**src/opc_map.vh**
```
// Register map, field positions, reset values and timing constants
`ifndef OPC_MAP_VH
`define OPC_MAP_VH
`define OPC_ADDR_FRAC_LOW     8'h03
`define OPC_ADDR_FRAC_MID     8'h04
`define OPC_ADDR_FRAC_HIGH    8'h05
`define OPC_ADDR_INT_PRE      8'h06
`define OPC_ADDR_POST_DIV     8'h07
`define OPC_ADDR_PWR_DOWN     8'h1e
`define OPC_ADDR_STATUS       8'h40
`define OPC_ADDR_SRC_SEL      8'h41
`define OPC_RST_FRAC_LOW      8'h21
`define OPC_RST_FRAC_MID      8'hfd
`define OPC_RST_FRAC_HIGH     6'h36
`define OPC_RST_INT           4'h7
`define OPC_RST_HALVER        1'b0
`define OPC_RST_POST_SEL      2'h2
`define OPC_RST_FRAC_EN       1'b1
`define OPC_RST_MCLK_HALVER   1'b0
`define OPC_RST_SLEEP         1'b1
`define OPC_BIT_OSC_SLEEP     3
`define OPC_BIT_SYNTH_SLEEP   0
`define OPC_BIT_HALVER        4
`define OPC_BIT_FRAC_EN       2
`define OPC_BIT_MCLK_HALVER   3
`define OPC_FRAC_BITS         22
`define OPC_DFLT_INT          4'h8
`define OPC_DFLT_FRAC         22'h00_0000
`define OPC_DFLT_POST_SEL     2'h2
`define OPC_SETTLE_NS         1000
`define OPC_CLK_NS            50
`define OPC_SETTLE_CYC        ((`OPC_SETTLE_NS + `OPC_CLK_NS - 1) / `OPC_CLK_NS)
`endif

```
**src/opc_settle.v**
```verilog
// Settle counter that flags synthesiser settings as not yet valid
`timescale 1ns/1ns
module opc_settle
(
	clk_sys,
	rst_n,
	restart,
	settled
);
`include "opc_map.vh"
	input  wire clk_sys;
	input  wire rst_n;
	input  wire restart;
	output reg  settled;

	// Count is small; cut to the counter width on purpose
	localparam integer SETTLE_INT = `OPC_SETTLE_CYC;
	localparam [5:0]   SETTLE_CYC = SETTLE_INT[5:0];
	reg [5:0] cnt_ff;

	always @(posedge clk_sys)
	begin
		if (!rst_n || restart)
		begin
			cnt_ff  <= 6'h00;
			settled <= 1'b0;
		end
		else if (cnt_ff != SETTLE_CYC)
		begin
			cnt_ff  <= cnt_ff + 6'h01;
			settled <= 1'b0;
		end
		else
			settled <= 1'b1;
	end
endmodule // opc_settle

```
**src/opc_clock_control.v**
```verilog
// Oscillator and synthesiser control with register port
// Behaviour
// Keep oscillator on when synth/receiver used (not enforced: osc_sleep follows bit 3 at 1Eh alone)
// Crystal clock selectable for master/aux pins
// Bit 3 at 1Eh sleeps oscillator
// Bit 0 at 1Eh sleeps synthesiser
// Receiver enabled selects automatic mode
// Receiver disabled uses software ratio fields
// Automatic mode tracks recovered stream rate
// Clocks kept but invalid until relock
// Stream stop freezes ratio, holds frequency
// Tolerate invalid frequency on stream removal
// No stream in automatic: about 24MHz
// Fraction split over 03h, 04h, 05h
// Integer ratio bits 3:0 at 06h
// Ratio is integer plus fraction over 2^22
// Software computes integer and fraction parts
// Software keeps integer ratio 5..13
// Aim output 90-100MHz, integer 8
// Bit 4 at 06h halves crystal clock
// Bits 1:0 at 07h post-divider select
// Automatic mode overrides post-divider select
// Receiver needs specific ratio values
// Software sets fraction enable with receiver
// Synth asleep: clocks A and B inactive
// Manual writes apply without power cycle
`timescale 1ns/1ns
module opc_clock_control
(
	clk_sys,
	rst_n,
	reg_addr,
	reg_wdata,
	reg_wr,
	reg_rd,
	reg_rdata,
	rx_enable,
	rx_locked,
	rx_stream_present,
	rx_int_ratio,
	rx_frac_ratio,
	rx_post_sel,
	osc_sleep,
	crystal_clock_en,
	synth_sleep,
	synth_clock_en,
	synth_int_ratio,
	synth_frac_ratio,
	input_halver,
	post_divider_sel,
	fraction_enable,
	master_clock_halver,
	aux_clock_divider,
	master_src_sel,
	aux_src_sel,
	auto_mode,
	clocks_valid
);
`include "opc_map.vh"
	input  wire        clk_sys;
	input  wire        rst_n;
	input  wire [7:0]  reg_addr;
	input  wire [7:0]  reg_wdata;
	input  wire        reg_wr;
	input  wire        reg_rd;
	output reg  [7:0]  reg_rdata;
	input  wire        rx_enable;
	input  wire        rx_locked;
	input  wire        rx_stream_present;
	input  wire [3:0]  rx_int_ratio;
	input  wire [21:0] rx_frac_ratio;
	input  wire [1:0]  rx_post_sel;
	output reg         osc_sleep;
	output reg         crystal_clock_en;
	output reg         synth_sleep;
	output reg         synth_clock_en;
	output reg  [3:0]  synth_int_ratio;
	output reg  [21:0] synth_frac_ratio;
	output reg         input_halver;
	output reg  [1:0]  post_divider_sel;
	output reg         fraction_enable;
	output reg         master_clock_halver;
	output reg  [1:0]  aux_clock_divider;
	output reg  [1:0]  master_src_sel;
	output reg  [1:0]  aux_src_sel;
	output reg         auto_mode;
	output reg         clocks_valid;

	// Source codes for clock pin muxes
	localparam [1:0] SRC_SYNTH_A = 2'h0;
	localparam [1:0] SRC_SYNTH_B = 2'h1;
	localparam [1:0] SRC_CRYSTAL = 2'h2;

	// Automatic-mode states
	localparam [1:0] ST_DEFAULT  = 2'h0;
	localparam [1:0] ST_TRACK    = 2'h1;
	localparam [1:0] ST_HOLD     = 2'h2;

	reg [7:0]  frac_low_ff;
	reg [7:0]  frac_mid_ff;
	reg [5:0]  frac_high_ff;
	reg [3:0]  int_ratio_ff;
	reg        halver_ff;
	reg [1:0]  post_sel_ff;
	reg        frac_en_ff;
	reg        mclk_halver_ff;
	reg [1:0]  aux_div_ff;
	reg        osc_sleep_ff;
	reg        synth_sleep_ff;
	reg [1:0]  master_src_ff;
	reg [1:0]  aux_src_ff;
	reg [1:0]  state_ff;
	reg [1:0]  nxt_state;
	reg [3:0]  held_int_ff;
	reg [21:0] held_frac_ff;
	reg [1:0]  held_post_ff;
	reg        rx_enable_ff;
	reg        locked_ff;
	reg [3:0]  nxt_int;
	reg [21:0] nxt_frac;
	reg [1:0]  nxt_post;
	reg [7:0]  nxt_rdata;
	wire       settled;
	wire       restart;
	wire       cfg_write;

	function wr_hit;
		input [7:0] addr;
		input [7:0] target;
		input       wr;
		begin
			wr_hit = wr && (addr == target);
		end
	endfunction

	// A manual-mode settings write restarts the settle window, so clocks read invalid
	assign cfg_write = wr_hit(reg_addr, `OPC_ADDR_FRAC_LOW, reg_wr)
		|| wr_hit(reg_addr, `OPC_ADDR_FRAC_MID, reg_wr)
		|| wr_hit(reg_addr, `OPC_ADDR_FRAC_HIGH, reg_wr)
		|| wr_hit(reg_addr, `OPC_ADDR_INT_PRE, reg_wr)
		|| wr_hit(reg_addr, `OPC_ADDR_POST_DIV, reg_wr);
	assign restart = synth_sleep_ff || (rx_enable != rx_enable_ff)
		|| (cfg_write && !rx_enable);

	opc_settle u_settle
	(
		.clk_sys (clk_sys),
		.rst_n   (rst_n),
		.restart (restart),
		.settled (settled)
	);

	// Register file
	always @(posedge clk_sys)
	begin
		if (!rst_n)
		begin
			frac_low_ff    <= `OPC_RST_FRAC_LOW;
			frac_mid_ff    <= `OPC_RST_FRAC_MID;
			frac_high_ff   <= `OPC_RST_FRAC_HIGH;
			int_ratio_ff   <= `OPC_RST_INT;
			halver_ff      <= `OPC_RST_HALVER;
			post_sel_ff    <= `OPC_RST_POST_SEL;
			frac_en_ff     <= `OPC_RST_FRAC_EN;
			mclk_halver_ff <= `OPC_RST_MCLK_HALVER;
			aux_div_ff     <= 2'h0;
			osc_sleep_ff   <= `OPC_RST_SLEEP;
			synth_sleep_ff <= `OPC_RST_SLEEP;
			master_src_ff  <= SRC_SYNTH_B;
			aux_src_ff     <= SRC_SYNTH_B;
		end
		else if (reg_wr)
		begin
			case (reg_addr)
				`OPC_ADDR_FRAC_LOW:  frac_low_ff  <= reg_wdata;
				`OPC_ADDR_FRAC_MID:  frac_mid_ff  <= reg_wdata;
				`OPC_ADDR_FRAC_HIGH: frac_high_ff <= reg_wdata[5:0];
				`OPC_ADDR_INT_PRE:
				begin
					int_ratio_ff <= reg_wdata[3:0];
					halver_ff    <= reg_wdata[`OPC_BIT_HALVER];
				end
				`OPC_ADDR_POST_DIV:
				begin
					post_sel_ff    <= reg_wdata[1:0];
					frac_en_ff     <= reg_wdata[`OPC_BIT_FRAC_EN];
					mclk_halver_ff <= reg_wdata[`OPC_BIT_MCLK_HALVER];
					aux_div_ff     <= reg_wdata[5:4];
				end
				`OPC_ADDR_PWR_DOWN:
				begin
					osc_sleep_ff   <= reg_wdata[`OPC_BIT_OSC_SLEEP];
					synth_sleep_ff <= reg_wdata[`OPC_BIT_SYNTH_SLEEP];
				end
				`OPC_ADDR_SRC_SEL:
				begin
					master_src_ff <= reg_wdata[1:0];
					aux_src_ff    <= reg_wdata[5:4];
				end
				default:
					osc_sleep_ff <= osc_sleep_ff;
			endcase
		end
	end

	// Automatic-mode tracking, hold and default
	always @*
	begin
		nxt_state = state_ff;
		case (state_ff)
			ST_DEFAULT:
				if (rx_stream_present)
					nxt_state = ST_TRACK;
			ST_TRACK:
				if (!rx_stream_present)
					nxt_state = ST_HOLD;
			ST_HOLD:
				if (rx_stream_present)
					nxt_state = ST_TRACK;
			default:
				nxt_state = ST_DEFAULT;
		endcase
		if (!rx_enable)
			nxt_state = ST_DEFAULT;
	end

	always @(posedge clk_sys)
	begin
		if (!rst_n)
		begin
			state_ff     <= ST_DEFAULT;
			held_int_ff  <= `OPC_DFLT_INT;
			held_frac_ff <= `OPC_DFLT_FRAC;
			held_post_ff <= `OPC_DFLT_POST_SEL;
			rx_enable_ff <= 1'b0;
			locked_ff    <= 1'b0;
		end
		else
		begin
			state_ff     <= nxt_state;
			rx_enable_ff <= rx_enable;
			locked_ff    <= rx_locked;
			if (!rx_enable)
			begin
				// Back to the free-running default for the next stream
				held_int_ff  <= `OPC_DFLT_INT;
				held_frac_ff <= `OPC_DFLT_FRAC;
				held_post_ff <= `OPC_DFLT_POST_SEL;
			end
			else if (rx_stream_present)
			begin
				// Glitches on removal are tracked as-is; relock clears them
				held_int_ff  <= rx_int_ratio;
				held_frac_ff <= rx_frac_ratio;
				held_post_ff <= rx_post_sel;
			end
		end
	end

	// Settings mux: receiver in automatic mode, registers in manual
	always @*
	begin
		if (rx_enable)
		begin
			nxt_int  = held_int_ff;
			nxt_frac = held_frac_ff;
			nxt_post = held_post_ff;
		end
		else
		begin
			nxt_int  = int_ratio_ff;
			nxt_frac = {frac_high_ff, frac_mid_ff, frac_low_ff};
			nxt_post = post_sel_ff;
		end
	end

	// Read mux
	always @*
	begin
		nxt_rdata = 8'h00;
		case (reg_addr)
			`OPC_ADDR_FRAC_LOW:  nxt_rdata = frac_low_ff;
			`OPC_ADDR_FRAC_MID:  nxt_rdata = frac_mid_ff;
			`OPC_ADDR_FRAC_HIGH: nxt_rdata = {2'h0, frac_high_ff};
			`OPC_ADDR_INT_PRE:   nxt_rdata = {3'h0, halver_ff, int_ratio_ff};
			`OPC_ADDR_POST_DIV:
				nxt_rdata = {2'h0, aux_div_ff, mclk_halver_ff, frac_en_ff,
					post_sel_ff};
			`OPC_ADDR_PWR_DOWN:
				nxt_rdata = {4'h0, osc_sleep_ff, 2'h0, synth_sleep_ff};
			`OPC_ADDR_STATUS:
				nxt_rdata = {3'h0, clocks_valid, locked_ff, state_ff,
					auto_mode};
			`OPC_ADDR_SRC_SEL:
				nxt_rdata = {2'h0, aux_src_ff, 2'h0, master_src_ff};
			default:
				nxt_rdata = 8'h00;
		endcase
	end

	// Registered outputs
	always @(posedge clk_sys)
	begin
		if (!rst_n)
		begin
			reg_rdata           <= 8'h00;
			osc_sleep           <= `OPC_RST_SLEEP;
			crystal_clock_en    <= 1'b0;
			synth_sleep         <= `OPC_RST_SLEEP;
			synth_clock_en      <= 1'b0;
			synth_int_ratio     <= `OPC_RST_INT;
			synth_frac_ratio    <= {`OPC_RST_FRAC_HIGH, `OPC_RST_FRAC_MID,
				`OPC_RST_FRAC_LOW};
			input_halver        <= `OPC_RST_HALVER;
			post_divider_sel    <= `OPC_RST_POST_SEL;
			fraction_enable     <= `OPC_RST_FRAC_EN;
			master_clock_halver <= `OPC_RST_MCLK_HALVER;
			aux_clock_divider   <= 2'h0;
			master_src_sel      <= SRC_SYNTH_B;
			aux_src_sel         <= SRC_SYNTH_B;
			auto_mode           <= 1'b0;
			clocks_valid        <= 1'b0;
		end
		else
		begin
			reg_rdata           <= reg_rd ? nxt_rdata : 8'h00;
			osc_sleep           <= osc_sleep_ff;
			crystal_clock_en    <= !osc_sleep_ff;
			synth_sleep         <= synth_sleep_ff;
			// Gated on a flop so no glitch reaches downstream muxes
			synth_clock_en      <= !synth_sleep_ff;
			synth_int_ratio     <= nxt_int;
			synth_frac_ratio    <= nxt_frac;
			input_halver        <= halver_ff;
			post_divider_sel    <= nxt_post;
			fraction_enable     <= frac_en_ff;
			master_clock_halver <= mclk_halver_ff;
			aux_clock_divider   <= aux_div_ff;
			master_src_sel      <= master_src_ff;
			aux_src_sel         <= aux_src_ff;
			auto_mode           <= rx_enable;
			// Clocks keep running unless the synth sleeps; otherwise only the valid flag drops
			clocks_valid        <= settled && !synth_sleep_ff
				&& (!rx_enable || (rx_locked && state_ff == ST_TRACK));
		end
	end
endmodule // opc_clock_control

```
**config.mk**
```make
export PLATFORM = sky130hd
export DESIGN_NAME = opc_clock_control
export DESIGN_NICKNAME = d
export VERILOG_FILES = /design/src/opc_settle.v /design/src/opc_clock_control.v
export VERILOG_INCLUDE_DIRS = /design/src
export SDC_FILE = /design/constraint.sdc
export NUM_CORES = 1
export LEC_CHECK = 0
export BUFFER_PORTS_ARGS = -buffer_cell sky130_fd_sc_hd__buf_2
export CAP_MARGIN = 20
export CORE_MARGIN = 2
export CORE_UTILIZATION = 49
export CTS_CLUSTER_SIZE = 25
export DETAILED_ROUTE_END_ITERATION = 8
export GPL_TIMING_DRIVEN = 0
export PLACE_DENSITY = 0.85
export SETUP_SLACK_MARGIN = 0.02
export SLEW_MARGIN = 20
export SYNTH_ARGS = -nofsm -noshare
export SYNTH_HDL_FRONTEND = slang
export SYNTH_SLANG_ARGS = --single-unit
```
**constraint.sdc**
```tcl
create_clock -name clk_sys -period 1.7 [get_ports clk_sys]
set_input_delay 0.17 -clock clk_sys [delete_from_list [all_inputs] [get_ports clk_sys]]
set_output_delay 0.17 -clock clk_sys [all_outputs]
set_load 0.02 [all_outputs]
```
### After elaboration in Yosys (flattened, before gate mapping)

Cells that the tools add are included.
Widths: inputs -> output; s select.

| operators by class | value |
|---|---|
| muxes and demuxes | 8 |
| add/subtract/negate cells | 1 |
| reductions and logical operators | 33 |
| eq/ne operators | 14 |

Operator list:

| operator | count |
|---|---|
| $pmux 8 s8 | 1 |
| $eq 8x3->1 const B | 4 |
| $mux 22 | 1 |
| $reduce_and 2->1 | 10 |
| $eq 8x7->1 const B | 2 |
| $logic_and 1x1->1 | 9 |
| $eq 8x2->1 const B | 1 |
| $eq 8x5->1 const B | 1 |
| $logic_or 1x1->1 | 8 |
| $add 6x1->6 const B | 1 |
| $mux 2 | 3 |
| $ne 6x5->1 const B | 1 |
| $logic_not 1->1 | 4 |
| $mux 4 | 1 |
| $pmux 2 s2 | 1 |
| $eq 2x1->1 const B | 1 |
| $eq 2x2->1 const B | 1 |
| $logic_not 2->1 | 1 |
| $ne 2x1->1 const B | 1 |
| $ne 2x2->1 const B | 1 |
| $reduce_or 2->1 | 1 |
| $mux 1 | 1 |
| $ne 1x1->1 | 1 |

| word-level totals | value |
|---|---|
| input port bits | 51 |
| output and inout bits | 51 |
| register bits | 128 |
| logic and storage cells | 92 |

### Depth between registers and ports, before layout

| depth | value |
|---|---|
| depth in word-level cells | 9 |
| mapped depth | 6 |
| depth with buffers taken out | 6 |

### Modules after synthesis

A second synthesis with hierarchy kept.

| second synthesis, totals | value |
|---|---|
| cells, all modules | 488 |
| area total of the unflattened synthesis | 4999.8 um^2 |

Modules (own cells, without submodules):

| module | area an instance (um^2) | instances | cells an instance | sequential area each (um^2) |
|---|---|---|---|---|
| opc_clock_control | 4669.5 | 1 | 452 | 2422.3 |
| opc_settle | 330.3 | 1 | 36 | 140.1 |

### Worst setup path before layout

No wires, ideal clock.

| timing path | value |
|---|---|
| kind | input port to flip-flop |
| from | input reg_addr[1] |
| to | register osc_sleep_ff |
| required time | 1571 ps |
| path buffers | 2 |
| stages on the path | 6 |
| data arrival time | 1448 ps |
| path slack | 124 ps |
| library setup time | 129 ps |
| cells stage by stage | buf_6 -> or3b_1 -> buf_6 -> nor4_1 -> mux2i_1 -> nand2_1 |

| on the way | value |
|---|---|
| longest elaborated chain between the ends | 2 |

RTL lines:

| element | RTL line | RTL |
|---|---|---|
| start: declaration | opc_clock_control.v:62 | `input wire [7:0] reg_addr;` |
| $eq 8x5->1 | opc_clock_control.v:174 | `case (reg_addr)` |
| $reduce_and 2->1 (no line) | - |  |
| end signal: assignment | opc_clock_control.v:167 | `` osc_sleep_ff <= `OPC_RST_SLEEP; `` |
| end signal: assignment | opc_clock_control.v:192 | `` osc_sleep_ff <= reg_wdata[`OPC_BIT_OSC_SLEEP]; `` |
| end signal: assignment | opc_clock_control.v:201 | `osc_sleep_ff <= osc_sleep_ff;` |
| end: declaration | opc_clock_control.v:108 | `reg osc_sleep_ff;` |

Every way passes these cells.
A chain may end at the register's enable or synchronous reset.

### Worst setup path after layout

| timing path | value |
|---|---|
| from | input reg_addr[2] |
| to | register reg_rdata[2] |

| on the way | value |
|---|---|
| longest elaborated chain between the ends | 2 |
| elaborated cells between the ends (all ways) | 9 |

RTL lines:

| element | RTL line | RTL |
|---|---|---|
| $eq 8x7->1 (tied with other cells) | opc_clock_control.v:281 | `case (reg_addr)` |
| $pmux 8 s8 * | opc_clock_control.v:281 |  |
| end signal: assignment | opc_clock_control.v:326 | `reg_rdata <= reg_rd ? nxt_rdata : 8'h00;` |
| end: declaration | opc_clock_control.v:66 | `output reg [7:0] reg_rdata;` |

Every way passes the cells marked *; elsewhere a longest branch is shown, timed or not.

==> results.yml <==
synthesis:
  muxShareOfSynthArea_pct: 20.0
  synth-xor-area-share_pct: 1.22
  ys_warn_count: 0
  synthCells: 502
  synth_compound_area_share_pct: 4.25
  synthTopCellsByArea: "dfxtp_1, mux2i_1, nand2_1"
  syn_avg_cell_area_um2: 10.0
  synth_adder_area_share_pct: 0.497
  synth-edff-count: 0
  yosysTopAreaCellShare_pct: 50.9
  synthFlopType: "dfxtp_1"
  netlist-cell-type-count: 48
  synth_seq_area_share_pct: 50.9
  ys_ff_latch: 128
  syn_nets: 555
  synth.most_common_cell: "dfxtp_1"
  synth-simple-area-share_pct: 19.9
  synthArstFlopShare_pct: 0
  synth_top_family_by_area: "multiplexers"
  yosys-top-cells-count: "dfxtp_1, mux2i_1, nand2_1"
  synth_top_area_cell: "dfxtp_1"
  syn_area_um2: 5030
clock_tree:
  cts_buffers: 17
  cts.path.max_buffers: 2
  cts_setup_buffers: 0
  cts_sinks: 128
  cts_tree: "yes"
  cts-root-buf: "clkbuf_8"
  clk_latency_ps: 530
  cts.clk_slew.worst_paths_ps: 60
  h-tree-depth: 4
final_layout:
  nets: 704
  area_growth_pct: 31.5
  fill_cells: 770
  drive_above_1_share_pct: 22.0
  antenna_cells: 0
floorplanning:
  fp.dieW_um: 105
  num_rows: 36
  io_pins: 102
  die_area_um2: 11100
  start_util_pct: 51.0
  die_height_um: 105
  core_um2: 9860
outcome:
  status: "completed"
global_route:
  antenna_found_initial: 0
  grt_overflow: 0
  first_global_vias: 4325
  grt_pass1_wl_um: 22600
  grt_max_degree: 17
  grtUsageTotal_pct: 26.6
flow_run:
  maxCapViolCount: 0
worst_setup_path:
  startpoint_type: "input port"
  cp_max_fo: 10
  worstPathRequired_ps: 2050
  worstPathArrival_ps: 1930
  cp-end-kind: "flop"
  regToRegSetupSlack_ps: 340
  critPathKind: "input port to flop"
detailed_routing:
  via_count: 4332
  dr.pass1.iters: 6
  drtIter0Drc: 216
  remaining_drc_errors: 0
  wl_um: 14200
  antenna_left: 0
  routedWlPerCell_um: 17.9
  vias_per_cell: 5.44
sta:
  rsz0062_at_grt: "false"
  period_share_pct: 93.2
  clock_skew_ps: 7.20
  worst_slew_pin_slew_ps: 925
  max-slew-margin-rel_pct: 38.4
  fin_tns_setup_ps: 0
  hold-worst-slack_ps: 30.0
  final_hold_viol_count: 0
  period_needed_ps: 1580
  finalSetupViolCount: 0
  drv_slew: 0
  fmax_mhz: 631
worst_hold_path:
  hold_path.class: "input port to flop"
placed_design:
  gp_congestion: 0.923
  io_buffers: 96
  hpwl_um: 9840
power_and_ir_drop:
  peakVddDrop_v: 0.000889
  p_per_area_nw_per_um2: 1100
  p_leak_uw: 0.00288
power by group:
| part | internal (uW) | switching, uW | leakage, uW |
|---|---|---|---|
| logic | 234 | 302 | 0.00157 |
| registers | 3050 | 23.7 | 0.00104 |
| clock network | 2250 | 1390 | 0.000278 |
through the flow:
| step | worst slack (ps) | power, uW | instance area (um2) | std cells | utilization (%) |
|---|---|---|---|---|---|
| 2_1_floorplan | 124 | 3420 | 5030 | 502 | - |
| 3_3_place_gp | -490 | 3600 | 5680 | 731 | 57.6 |
| 3_5_place_dp | -386 | 3610 | 5680 | 731 | 57.6 |
| 4_1_cts | 157 | 7280 | 6620 | 797 | 67.1 |
| 5_1_grt | 31.1 | 7490 | 6620 | 797 | 67.1 |
| 6_report | 116 | 7250 | 6620 | 797 | 67.1 |
placed cells by master (no fill, tap or decap), types with 5 or more instances in the layout:
master and instances:
nor2_1 41, nor3_1 8, mux2i_1 95, nand3b_1 7, and2_1 8, buf_2 100, a21oi_1 9, o21ai_0 5
mux2_2 5, clkbuf_1 24, inv_1 6, dfxtp_1 128, dlygate4sd3_1 34, nor2b_1 27, xnor2_1 5, nand2_1 58
nand3_1 13, clkbuf_16 16, clkinvlp_4 5
final timing paths:
check	start	to	depth (start not counted)
max	reg_addr[2]	reg_rdata[2]	6
min	reg_wdata[3]	mclk_halver_ff	3
max reg2reg	u_settle.cnt_ff[0]	u_settle.cnt_ff[1]	6
min reg2reg	master_src_ff[0]	master_src_sel[0]	1
kinds of logic (layout without fill, tap and decap cells):
family	after synthesis	count (layout)
and+or+nand+nor	194	194
xor gates and xnor gates	7	7
AOI/OAI and AO/OA	33	33
muxes	100	100
adders and majority gates	2	2
buffers and inverters	38	200
DFF	128	128
metal layers:
layer,vias to the layer above,track usage [%],wire [um]
met5,-,0,0
met4,0,11.2,392
met3,32,6.56,1050
met2,213,42.9,6800
met1,2062,34.0,5990
li1,2025,-,-
final cells by class:
| type | count | area [um2] | share of cell area, % |
|---|---|---|---|
| clock buffers | 17 | 414 | 6.26 |
| repair buffers | 130 | 821 | 12.4 |
| clock inverters | 15 | 185 | 2.80 |
| multi-input cells | 336 | 2310 | 34.9 |
| inverters | 6 | 22.5 | 0.340 |
| plain buffers | 32 | 140 | 2.12 |
| flip-flops and latches | 128 | 2560 | 38.7 |
| well taps | 133 | 166 | 2.51 |
critical path, stage by stage:
cell and delay (ps):
buf_2 170, clkbuf_1 420, xnor2_1 180, o22ai_1 80
a21oi_1 720, a311oi_1 190
registers in the layout (all words and copies together) (netlist names), 4 cells and up:
register          cells
held_frac_ff         22
held_int_ff           4
u_settle.cnt_ff       6
synth_int_ratio       4
frac_high_ff          6
synth_frac_ratio     22
frac_mid_ff           8
int_ratio_ff          4
frac_low_ff           8
reg_rdata             8
timing repair:
action                                  4_1_cts  5_1_grt
endpoints found under the hold margin        42        0
hold buffers                                 34        0
endpoints found under the setup margin        0        1
resized for setup                             0        0
Power figures use the tool's default switching activity.
